<file path="config.mk">
export PLATFORM = sky130hd
export DESIGN_NAME = srl_latch_top
export DESIGN_NICKNAME = d
export VERILOG_FILES = /design/src/design/srl_latch_top_dummy_guard.sv /design/src/inc/srl_pkg.sv /design/src/inc/srl_div_if.sv /design/src/design/srl_latch_top.sv /design/src/design/srl_sync.sv /design/src/design/srl_divider.sv
export SDC_FILE = /design/constraint.sdc
export NUM_CORES = 1
export LEC_CHECK = 0
export BUFFER_PORTS_ARGS = -buffer_cell sky130_fd_sc_hd__buf_2
export CORE_MARGIN = 4
export CORE_UTILIZATION = 31
export DETAILED_ROUTE_END_ITERATION = 7
export SLEW_MARGIN = 20
export SYNTH_ARGS = -nofsm -noshare
export SYNTH_HDL_FRONTEND = slang
export SYNTH_SLANG_ARGS = --single-unit
</file>
<file path="constraint.sdc">
create_clock -name mclk_in -period 3.5 [get_ports mclk_in]
set_clock_uncertainty 0.1 [all_clocks]
set_input_delay 0.525 -clock mclk_in [delete_from_list [all_inputs] [get_ports mclk_in]]
set_output_delay 0.525 -clock mclk_in [all_outputs]
set_load 0.05 [all_outputs]
</file>
<file path="src/design/srl_latch_top_dummy_guard.sv">
`timescale 1ns/10ps

</file>
<file path="src/inc/srl_pkg.sv">
// Constants shared by the set/reset latch block: register map, field
// positions, reset values and pulse divider sizing.
// Assumes a 32-bit APB register bus and a single 20 MHz clock.
package srl_pkg;

  // Register bus
  localparam int APB_ADDR_W = 12;
  localparam int APB_DATA_W = 32;
  localparam int REG_W = 8;

  // Register byte offsets
  localparam logic [11:0] OFF_CONTROL = 12'h000;
  localparam logic [11:0] OFF_SOURCES = 12'h004;
  localparam logic [11:0] OFF_STATUS = 12'h008;

  // latch_control fields
  localparam int CTL_ENABLE_BIT = 7;
  localparam int CTL_DIV_MSB = 6;
  localparam int CTL_DIV_LSB = 4;
  localparam int CTL_QPIN_BIT = 3;
  localparam int CTL_QBAR_BIT = 2;
  localparam int CTL_SET_PULSE_BIT = 1;
  localparam int CTL_RESET_PULSE_BIT = 0;

  // latch_source_enables fields
  localparam int SRC_IRQ_SET_BIT = 7;
  localparam int SRC_CLK_SET_BIT = 6;
  localparam int SRC_CMP2_SET_BIT = 5;
  localparam int SRC_CMP1_SET_BIT = 4;
  localparam int SRC_IRQ_RESET_BIT = 3;
  localparam int SRC_CLK_RESET_BIT = 2;
  localparam int SRC_CMP2_RESET_BIT = 1;
  localparam int SRC_CMP1_RESET_BIT = 0;

  // latch_status fields
  localparam int STAT_Q_BIT = 0;
  localparam int STAT_QBAR_BIT = 1;

  // Reset values
  localparam logic [7:0] RST_CONTROL = 8'h00;
  localparam logic [7:0] RST_SOURCES = 8'h00;

  // Pulse divider: code 0 divides by 2**2, code 7 by 2**9
  localparam int DIV_SEL_W = 3;
  localparam logic [3:0] DIV_MIN_SHIFT = 4'h2;
  localparam int DIV_CNT_W = 9;

endpackage

</file>
<file path="src/inc/srl_div_if.sv">
// Carrier between the latch top and its pulse divider.
// Assumes both ends run on the same clock.
`timescale 1ns/10ps
`default_nettype none
interface srl_div_if;
  logic [srl_pkg::DIV_SEL_W-1:0] sel;
  logic run;
  logic tick;

  modport ctrl (output sel, output run, input tick);
  modport div (input sel, input run, output tick);
endinterface
`default_nettype wire

</file>
<file path="src/design/srl_latch_top.sv">
// Set/reset latch with selectable sources, firmware pulses, a pulse
// divider and two pin outputs, reached over APB.
// Assumes pins and comparator levels are asynchronous to mclk_in.
//
// Contract
// [RL1] Latch follows its set and reset inputs with no wait beyond sampling.
// [RL2] All set and reset inputs are active high.
// [RL3] Set and reset both high puts the latch in reset.
// [RL4] Firmware set/reset bits give one pulse, clear themselves, read zero.
// [RL5] latch_enable one runs the latch, zero stops it.
// [RL6] Divider codes 0 to 7 divide the clock by 4 up to 512.
// [RL7] Firmware changes the divider only while the latch is disabled.
// [RL8] q_pin_enable routes the true output to q_pin.
// [RL9] qbar_pin_enable routes the inverted output to qbar_pin.
// [RL10] Firmware sets each chosen pin's direction to output.
// [RL11] Reset leaves latch state unknown; firmware sets it before pins.
// [RL12] ext_irq_set_enable lets a high interrupt pin set the latch.
// [RL13] clock_set_enable lets divider ticks set the latch.
// [RL14] Comparator set enables let each comparator output set the latch.
// [RL15] ext_irq_reset_enable lets a high interrupt pin reset the latch.
// [RL16] clock_reset_enable lets divider ticks reset the latch.
// [RL17] Comparator reset enables let each comparator reset the latch.
// [RL18] Combined set and reset are OR of enabled sources and pulses.
`timescale 1ns/10ps
`default_nettype none
module srl_latch_top (
  // Clock and reset
  input wire logic mclk_in,
  input wire logic reset_in,
  // APB slave
  input wire logic psel_in,
  input wire logic penable_in,
  input wire logic pwrite_in,
  input wire logic [srl_pkg::APB_ADDR_W-1:0] paddr_in,
  input wire logic [srl_pkg::APB_DATA_W-1:0] pwdata_in,
  output logic [srl_pkg::APB_DATA_W-1:0] prdata_out,
  output logic pready_out,
  output logic pslverr_out,
  // Latch sources
  input wire logic comparator1_in,
  input wire logic comparator2_in,
  input wire logic ext_irq_pin1_in,
  // Pins
  output logic q_pin_out,
  output logic q_pin_oe_out,
  output logic qbar_pin_out,
  output logic qbar_pin_oe_out
);

  // Registers
  logic [srl_pkg::REG_W-1:0] latch_control;
  logic [srl_pkg::REG_W-1:0] latch_source_enables;
  logic firmware_set_pulse;
  logic firmware_reset_pulse;
  logic latch_q;

  // Synchronised inputs
  logic [2:0] raw_levels;
  logic [2:0] sync_levels;
  logic cmp1;
  logic cmp2;
  logic ext_irq_pin1;

  assign raw_levels = {ext_irq_pin1_in, comparator2_in, comparator1_in};

  srl_sync #(
    .WIDTH(3)
  ) u_sync (
    .mclk_in(mclk_in),
    .reset_in(reset_in),
    .d_in(raw_levels),
    .q_out(sync_levels)
  );

  assign cmp1 = sync_levels[0];
  assign cmp2 = sync_levels[1];
  assign ext_irq_pin1 = sync_levels[2];

  // Control fields
  logic latch_enable;
  logic q_pin_enable;
  logic qbar_pin_enable;
  logic divided_pulse_clock;

  assign latch_enable = latch_control[srl_pkg::CTL_ENABLE_BIT];
  assign q_pin_enable = latch_control[srl_pkg::CTL_QPIN_BIT];
  assign qbar_pin_enable = latch_control[srl_pkg::CTL_QBAR_BIT];

  // Pulse divider
  srl_div_if div_bus ();

  assign div_bus.sel =
    latch_control[srl_pkg::CTL_DIV_MSB:srl_pkg::CTL_DIV_LSB]; // [RL6]
  // Divider sleeps while the latch is off; saves toggling
  assign div_bus.run = latch_enable;
  assign divided_pulse_clock = div_bus.tick;

  srl_divider #(
    .CNT_W(srl_pkg::DIV_CNT_W)
  ) u_divider (
    .mclk_in(mclk_in),
    .reset_in(reset_in),
    .div_port(div_bus)
  );

  // Source selection, all active high
  logic set_irq;
  logic set_clk;
  logic set_cmp2;
  logic set_cmp1;
  logic reset_irq;
  logic reset_clk;
  logic reset_cmp2;
  logic reset_cmp1;
  logic combined_set;
  logic combined_reset;

  assign set_irq = ext_irq_pin1 &
    latch_source_enables[srl_pkg::SRC_IRQ_SET_BIT]; // [RL12]
  assign set_clk = divided_pulse_clock &
    latch_source_enables[srl_pkg::SRC_CLK_SET_BIT]; // [RL13]
  assign set_cmp2 = cmp2 &
    latch_source_enables[srl_pkg::SRC_CMP2_SET_BIT]; // [RL14]
  assign set_cmp1 = cmp1 &
    latch_source_enables[srl_pkg::SRC_CMP1_SET_BIT]; // [RL14]
  assign reset_irq = ext_irq_pin1 &
    latch_source_enables[srl_pkg::SRC_IRQ_RESET_BIT]; // [RL15]
  assign reset_clk = divided_pulse_clock &
    latch_source_enables[srl_pkg::SRC_CLK_RESET_BIT]; // [RL16]
  assign reset_cmp2 = cmp2 &
    latch_source_enables[srl_pkg::SRC_CMP2_RESET_BIT]; // [RL17]
  assign reset_cmp1 = cmp1 &
    latch_source_enables[srl_pkg::SRC_CMP1_RESET_BIT]; // [RL17]

  assign combined_set = set_irq | set_clk | set_cmp2 | set_cmp1 |
    firmware_set_pulse; // [RL18] [RL2]
  assign combined_reset = reset_irq | reset_clk | reset_cmp2 |
    reset_cmp1 | firmware_reset_pulse; // [RL18] [RL2]

  // Reset dominates; otherwise set, otherwise hold
  logic next_latch_q;

  assign next_latch_q = combined_reset ? 1'b0 :
    (combined_set ? 1'b1 : latch_q); // [RL3]

  // Latch state has no reset on purpose: firmware must set it up
  always_ff @(posedge mclk_in)
  begin
    if (latch_enable) // [RL5]
    begin
      latch_q <= next_latch_q; // [RL1] [RL11]
    end
  end

  // Pin outputs; enables low from reset keep unknown state off the pins
  always_ff @(posedge mclk_in)
  begin
    if (reset_in)
    begin
      q_pin_out <= 1'b0;
      q_pin_oe_out <= 1'b0;
      qbar_pin_out <= 1'b0;
      qbar_pin_oe_out <= 1'b0;
    end
    else
    begin
      q_pin_oe_out <= q_pin_enable & latch_enable; // [RL8]
      q_pin_out <= q_pin_enable & latch_enable & latch_q; // [RL8]
      qbar_pin_oe_out <= qbar_pin_enable & latch_enable; // [RL9]
      qbar_pin_out <= qbar_pin_enable & latch_enable & ~latch_q; // [RL9]
    end
  end

  // APB decode
  logic setup_phase;
  logic access_done;
  logic hit_control;
  logic hit_sources;
  logic hit_status;
  logic addr_mapped;
  logic wr_control;
  logic wr_sources;
  logic [srl_pkg::REG_W-1:0] status_word;
  logic [srl_pkg::REG_W-1:0] read_mux;

  assign setup_phase = psel_in & ~penable_in;
  assign access_done = psel_in & penable_in & pready_out;
  assign hit_control = paddr_in == srl_pkg::OFF_CONTROL;
  assign hit_sources = paddr_in == srl_pkg::OFF_SOURCES;
  assign hit_status = paddr_in == srl_pkg::OFF_STATUS;
  assign addr_mapped = hit_control | hit_sources | hit_status;
  assign wr_control = access_done & pwrite_in & hit_control;
  assign wr_sources = access_done & pwrite_in & hit_sources;

  always_comb
  begin
    status_word = '0;
    status_word[srl_pkg::STAT_Q_BIT] = latch_q;
    status_word[srl_pkg::STAT_QBAR_BIT] = ~latch_q;
  end

  // Pulse bits are never stored, so they read as zero
  assign read_mux = hit_control ? latch_control :
    (hit_sources ? latch_source_enables :
    (hit_status ? status_word : '0)); // [RL4]

  // Bus answer: ready in the first access cycle
  always_ff @(posedge mclk_in)
  begin
    if (reset_in)
    begin
      pready_out <= 1'b0;
      pslverr_out <= 1'b0;
      prdata_out <= '0;
    end
    else
    begin
      pready_out <= setup_phase;
      pslverr_out <= setup_phase & ~addr_mapped;
      prdata_out <= setup_phase ? 32'(read_mux) : '0;
    end
  end

  // Register writes
  always_ff @(posedge mclk_in)
  begin
    if (reset_in)
    begin
      latch_control <= srl_pkg::RST_CONTROL;
      latch_source_enables <= srl_pkg::RST_SOURCES;
    end
    else
    begin
      if (wr_control)
      begin
        latch_control <= {pwdata_in[7:2], 2'b00}; // [RL4]
      end
      if (wr_sources)
      begin
        latch_source_enables <= pwdata_in[7:0];
      end
    end
  end

  // Firmware pulses last one cycle and clear themselves
  always_ff @(posedge mclk_in)
  begin
    if (reset_in)
    begin
      firmware_set_pulse <= 1'b0;
      firmware_reset_pulse <= 1'b0;
    end
    else
    begin
      firmware_set_pulse <= wr_control &
        pwdata_in[srl_pkg::CTL_SET_PULSE_BIT]; // [RL4]
      firmware_reset_pulse <= wr_control &
        pwdata_in[srl_pkg::CTL_RESET_PULSE_BIT]; // [RL4]
    end
  end

endmodule
`default_nettype wire

</file>
<file path="src/design/srl_sync.sv">
// Two-stage synchroniser for levels coming from pins or analog blocks.
// Assumes inputs are asynchronous to mclk_in.
`timescale 1ns/10ps
`default_nettype none
module srl_sync #(
  parameter int WIDTH = 1
) (
  // Clock and reset
  input wire logic mclk_in,
  input wire logic reset_in,
  // Levels
  input wire logic [WIDTH-1:0] d_in,
  output logic [WIDTH-1:0] q_out
);
  logic [WIDTH-1:0] meta;

  // First stage feeds only the second stage
  always_ff @(posedge mclk_in)
  begin
    if (reset_in)
    begin
      meta <= '0;
      q_out <= '0;
    end
    else
    begin
      meta <= d_in;
      q_out <= meta;
    end
  end
endmodule
`default_nettype wire

</file>
<file path="src/design/srl_divider.sv">
// Pulse divider: one-cycle tick every 4 to 512 clock cycles.
// Assumes the select is held steady while running.
`timescale 1ns/10ps
`default_nettype none
module srl_divider #(
  parameter int CNT_W = srl_pkg::DIV_CNT_W
) (
  // Clock and reset
  input wire logic mclk_in,
  input wire logic reset_in,
  // Control and tick
  srl_div_if.div div_port
);
  logic [CNT_W-1:0] count;
  logic [3:0] shift;
  logic [CNT_W-1:0] mask;
  logic wrap;

  assign shift = 4'(div_port.sel) + srl_pkg::DIV_MIN_SHIFT;
  assign mask = ~({CNT_W{1'b1}} << shift);
  // A select change mid-count can wrap early: a stray tick
  assign wrap = &(count | ~mask); // [RL6]

  always_ff @(posedge mclk_in)
  begin
    if (reset_in || !div_port.run)
    begin
      count <= '0;
      div_port.tick <= 1'b0;
    end
    else
    begin
      count <= count + 1'b1;
      div_port.tick <= wrap; // [RL6]
    end
  end
endmodule
`default_nettype wire

</file>
==> flow_summary.ini <==
[outcome]
status = finished, final reports clean

[timing]
rsz0062_at_grt = no
tns_ns = 0
hold_violations = 0
fin_crit_sh_pct = 51.5
setup_violations = 0
max_freq_mhz = 555
period_minus_slack_ns = 1.80
drv_slew = 0

[logic_synthesis]
synth_edf_count = 1
yosys-top-cells-area = dfxtp_1 (42%), mux2i_1 (9.2%), buf_4 (8.3%), nand2b_1 (6.6%), nor2b_1 (2.9%)
synthArstFlopShare_pct = 0
synth_top_area_share_pct = 42.3
yosysTopAreaCell = dfxtp_1
synth_flop_cell = dfxtp_1
synth_area_sq_um = 2180
synth-seq-area-share_pct = 43.7
synth.distinct_cells = 45
synth_warnings = 0
syn_area_per_cell_sq_um = 10.1
synth_seq_cells = 47
synth_cells = 216

[global_route]
grt_max_degree = 33
grt-ovfl-total = 0
grt_pass1_wl_um = 6920
grt_use_total_pct = 10.2
grt_antenna_before_repair = 0
grt_pass1_vias = 1436

[final_layout]
nets = 312
postLayoutCellArea_sq_um = 2500
layout-drive-gt1-share_pct = 21.8
antenna_cells = 0
syn_to_final_growth_pct = 14.6

[worst_setup_path]
cp_data_arrival_time_ns = 1.91
required_ns = 3.60
path_max_fanout = 9
worstSetupStartpointType = register
critPathKind = reg2reg
cp-end-kind = register

[power_and_ir_drop]
powerDensity_nw_per_um2 = 429
ir_drop_mv = 0.145
leakagePower_nw = 1.05

[clock_tree]
cts_tree = done
clkSinkCount = 47
cts_buffers = 5
clk_latency_ns = 0.30
clock_path_buffers = 2
cts_resized = 0
cts.htree.levels = 2
cts_hold_buf = 0
postCtsSetupRepairBufs = 0
clk_pin_slew_ns = 0.09
cts-root-buf = clkbuf_8

[routing]
drtIter0Drc = 62
routed_wirelength_um = 4170
drc_errors = 0
vias = 1513
via_per_inst = 4.29
wl_per_cell_um = 11.8
ant_nets = 0
drtPass1Iterations = 5

[run]
cap_viol_max_count = 0

[hold_path]
hold_class = in2reg

[floorplanning]
die_w_um = 91.8
io_pins = 90
dieArea_sq_um = 8430
die_h_um = 91.8
start_util_pct = 32.1
coreArea_sq_um = 6790
rows = 30

[placed_design]
gp_congestion = 0.815
hpwl_um = 3150
io_buffers = 41
placed_cell_area_sq_um = 2380
-- critical path, stage by stage (launching register included) --
cell	delay, ns
dfxtp_1	0.51
inv_1	0.11
ha_1	0.35
nor4bb_1	0.27
a211oi_1	0.07
nor4b_1	0.29
-- report_power, final --
group          total [mW]  switching (mW)  internal, mW
sequential          0.541         0.00151         0.540
combinational       0.105          0.0824        0.0229
clock               0.425           0.190         0.235
-- layer usage --
layer  vias up  global-route usage [%]  wire length (um)
li1        782                       -                 -
met1       674                    13.3              1930
met2        51                    15.3              1820
met3         6                    3.20               334
met4         0                    4.83                90
met5         -                       0                 0
-- layout by cell type (no fill, tap or decap), types with 2 or more instances in the layout --
cell      instances
a21oi_1           8
a222oi_1          2
and2_1            6
and3b_1           2
and4_1            2
buf_2            41
clkbuf_8          6
conb_1           24
dfxtp_1          46
ha_1              4
inv_1             3
mux2i_1          20
nand2_1           6
nand2b_1         23
nand3_1           3
nor2_1            8
nor2b_1          10
nor3_1            6
nor3b_1           4
nor4_4            2
o21ai_0           2
o31ai_1           3
or3_1             2
or4_1             2
xor2_1            2
-- logic make-up after synthesis --
family	after synthesis	share of synthesized area, %
and+or+nand+nor	86	26.7
DFF	47	43.7
buffers and inverters	34	10.3
AOI/OAI and AO/OA	21	6.49
muxes	20	9.19
adders and majority gates	4	2.30
xor gates and xnor gates	3	1.21
other	1	0.172
-- state kept, by name, indices dropped and copies added, names as in the netlist --
register and flops:
q_pin_oe_out 1, prdata_out 8, latch_q 1, firmware_set_pulse 1
pready_out 1, qbar_pin_out 1, u_sync.q_out 3, latch_source_enables 8
u_divider.count 9, latch_control 6, q_pin_out 1, firmware_reset_pulse 1
qbar_pin_oe_out 1, u_sync.meta 3, u_divider.div_port.tick 1, pslverr_out 1
-- worst paths after layout --
check | from | to | slack [ns] | depth (start not counted)
worst min-delay path | comparator1_in | u_sync.meta[0]$_SDFF_PP0_ | 0.33 | 2
worst min register to register | u_sync.meta[0]$_SDFF_PP0_ | u_sync.q_out[0]$_SDFF_PP0_ | 0.34 | 1
worst max register to register | latch_control[5]$_SDFFE_PP0P_ | u_divider.div_port.tick$_SDFF_PP0_ | 1.70 | 5
worst max-delay path | latch_control[5]$_SDFFE_PP0P_ | u_divider.div_port.tick$_SDFF_PP0_ | 1.70 | 5
-- synth_stat cells (all sizes together) (4+ instances only) --
library cell / n
buf: 26
clkbuf: 5
a21oi: 8
and2: 6
nor2: 8
nor3b: 4
nand2b: 23
nor3: 6
mux2i: 20
nand2: 6
nor2b: 10
ha: 4
dfxtp: 46
nand3: 4
-- through the flow --
| step | cells | util, % | worst slack, ns | total power [mW] | hold WS (ns) |
|---|---|---|---|---|---|
| global route | 353 | 36.8 | 1.49 | 1.11 | 0.314 |
| CTS | 353 | 36.8 | 1.65 | 1.08 | 0.320 |
| finish | 353 | 36.8 | 1.70 | 1.07 | 0.329 |
| detailed placement | 345 | 35.0 | 1.44 | 0.659 | 0.325 |
| floorplan | 239 | - | 1.89 | 0.656 | 0.314 |
| global placement | 345 | 35.0 | 1.48 | 0.659 | 0.321 |
-- cell type report --
| type | count | area, sq um |
|---|---|---|
| clock buffer | 6 | 82.6 |
| clock inverter | 2 | 38.8 |
| fill | 688 | 4300 |
| inverter | 3 | 11.3 |
| multi-input combinational | 158 | 1090 |
| sequential | 47 | 951 |
| tap | 96 | 120 |
| timing repair buffer | 41 | 205 |
(Power assumes the default switching activity.)
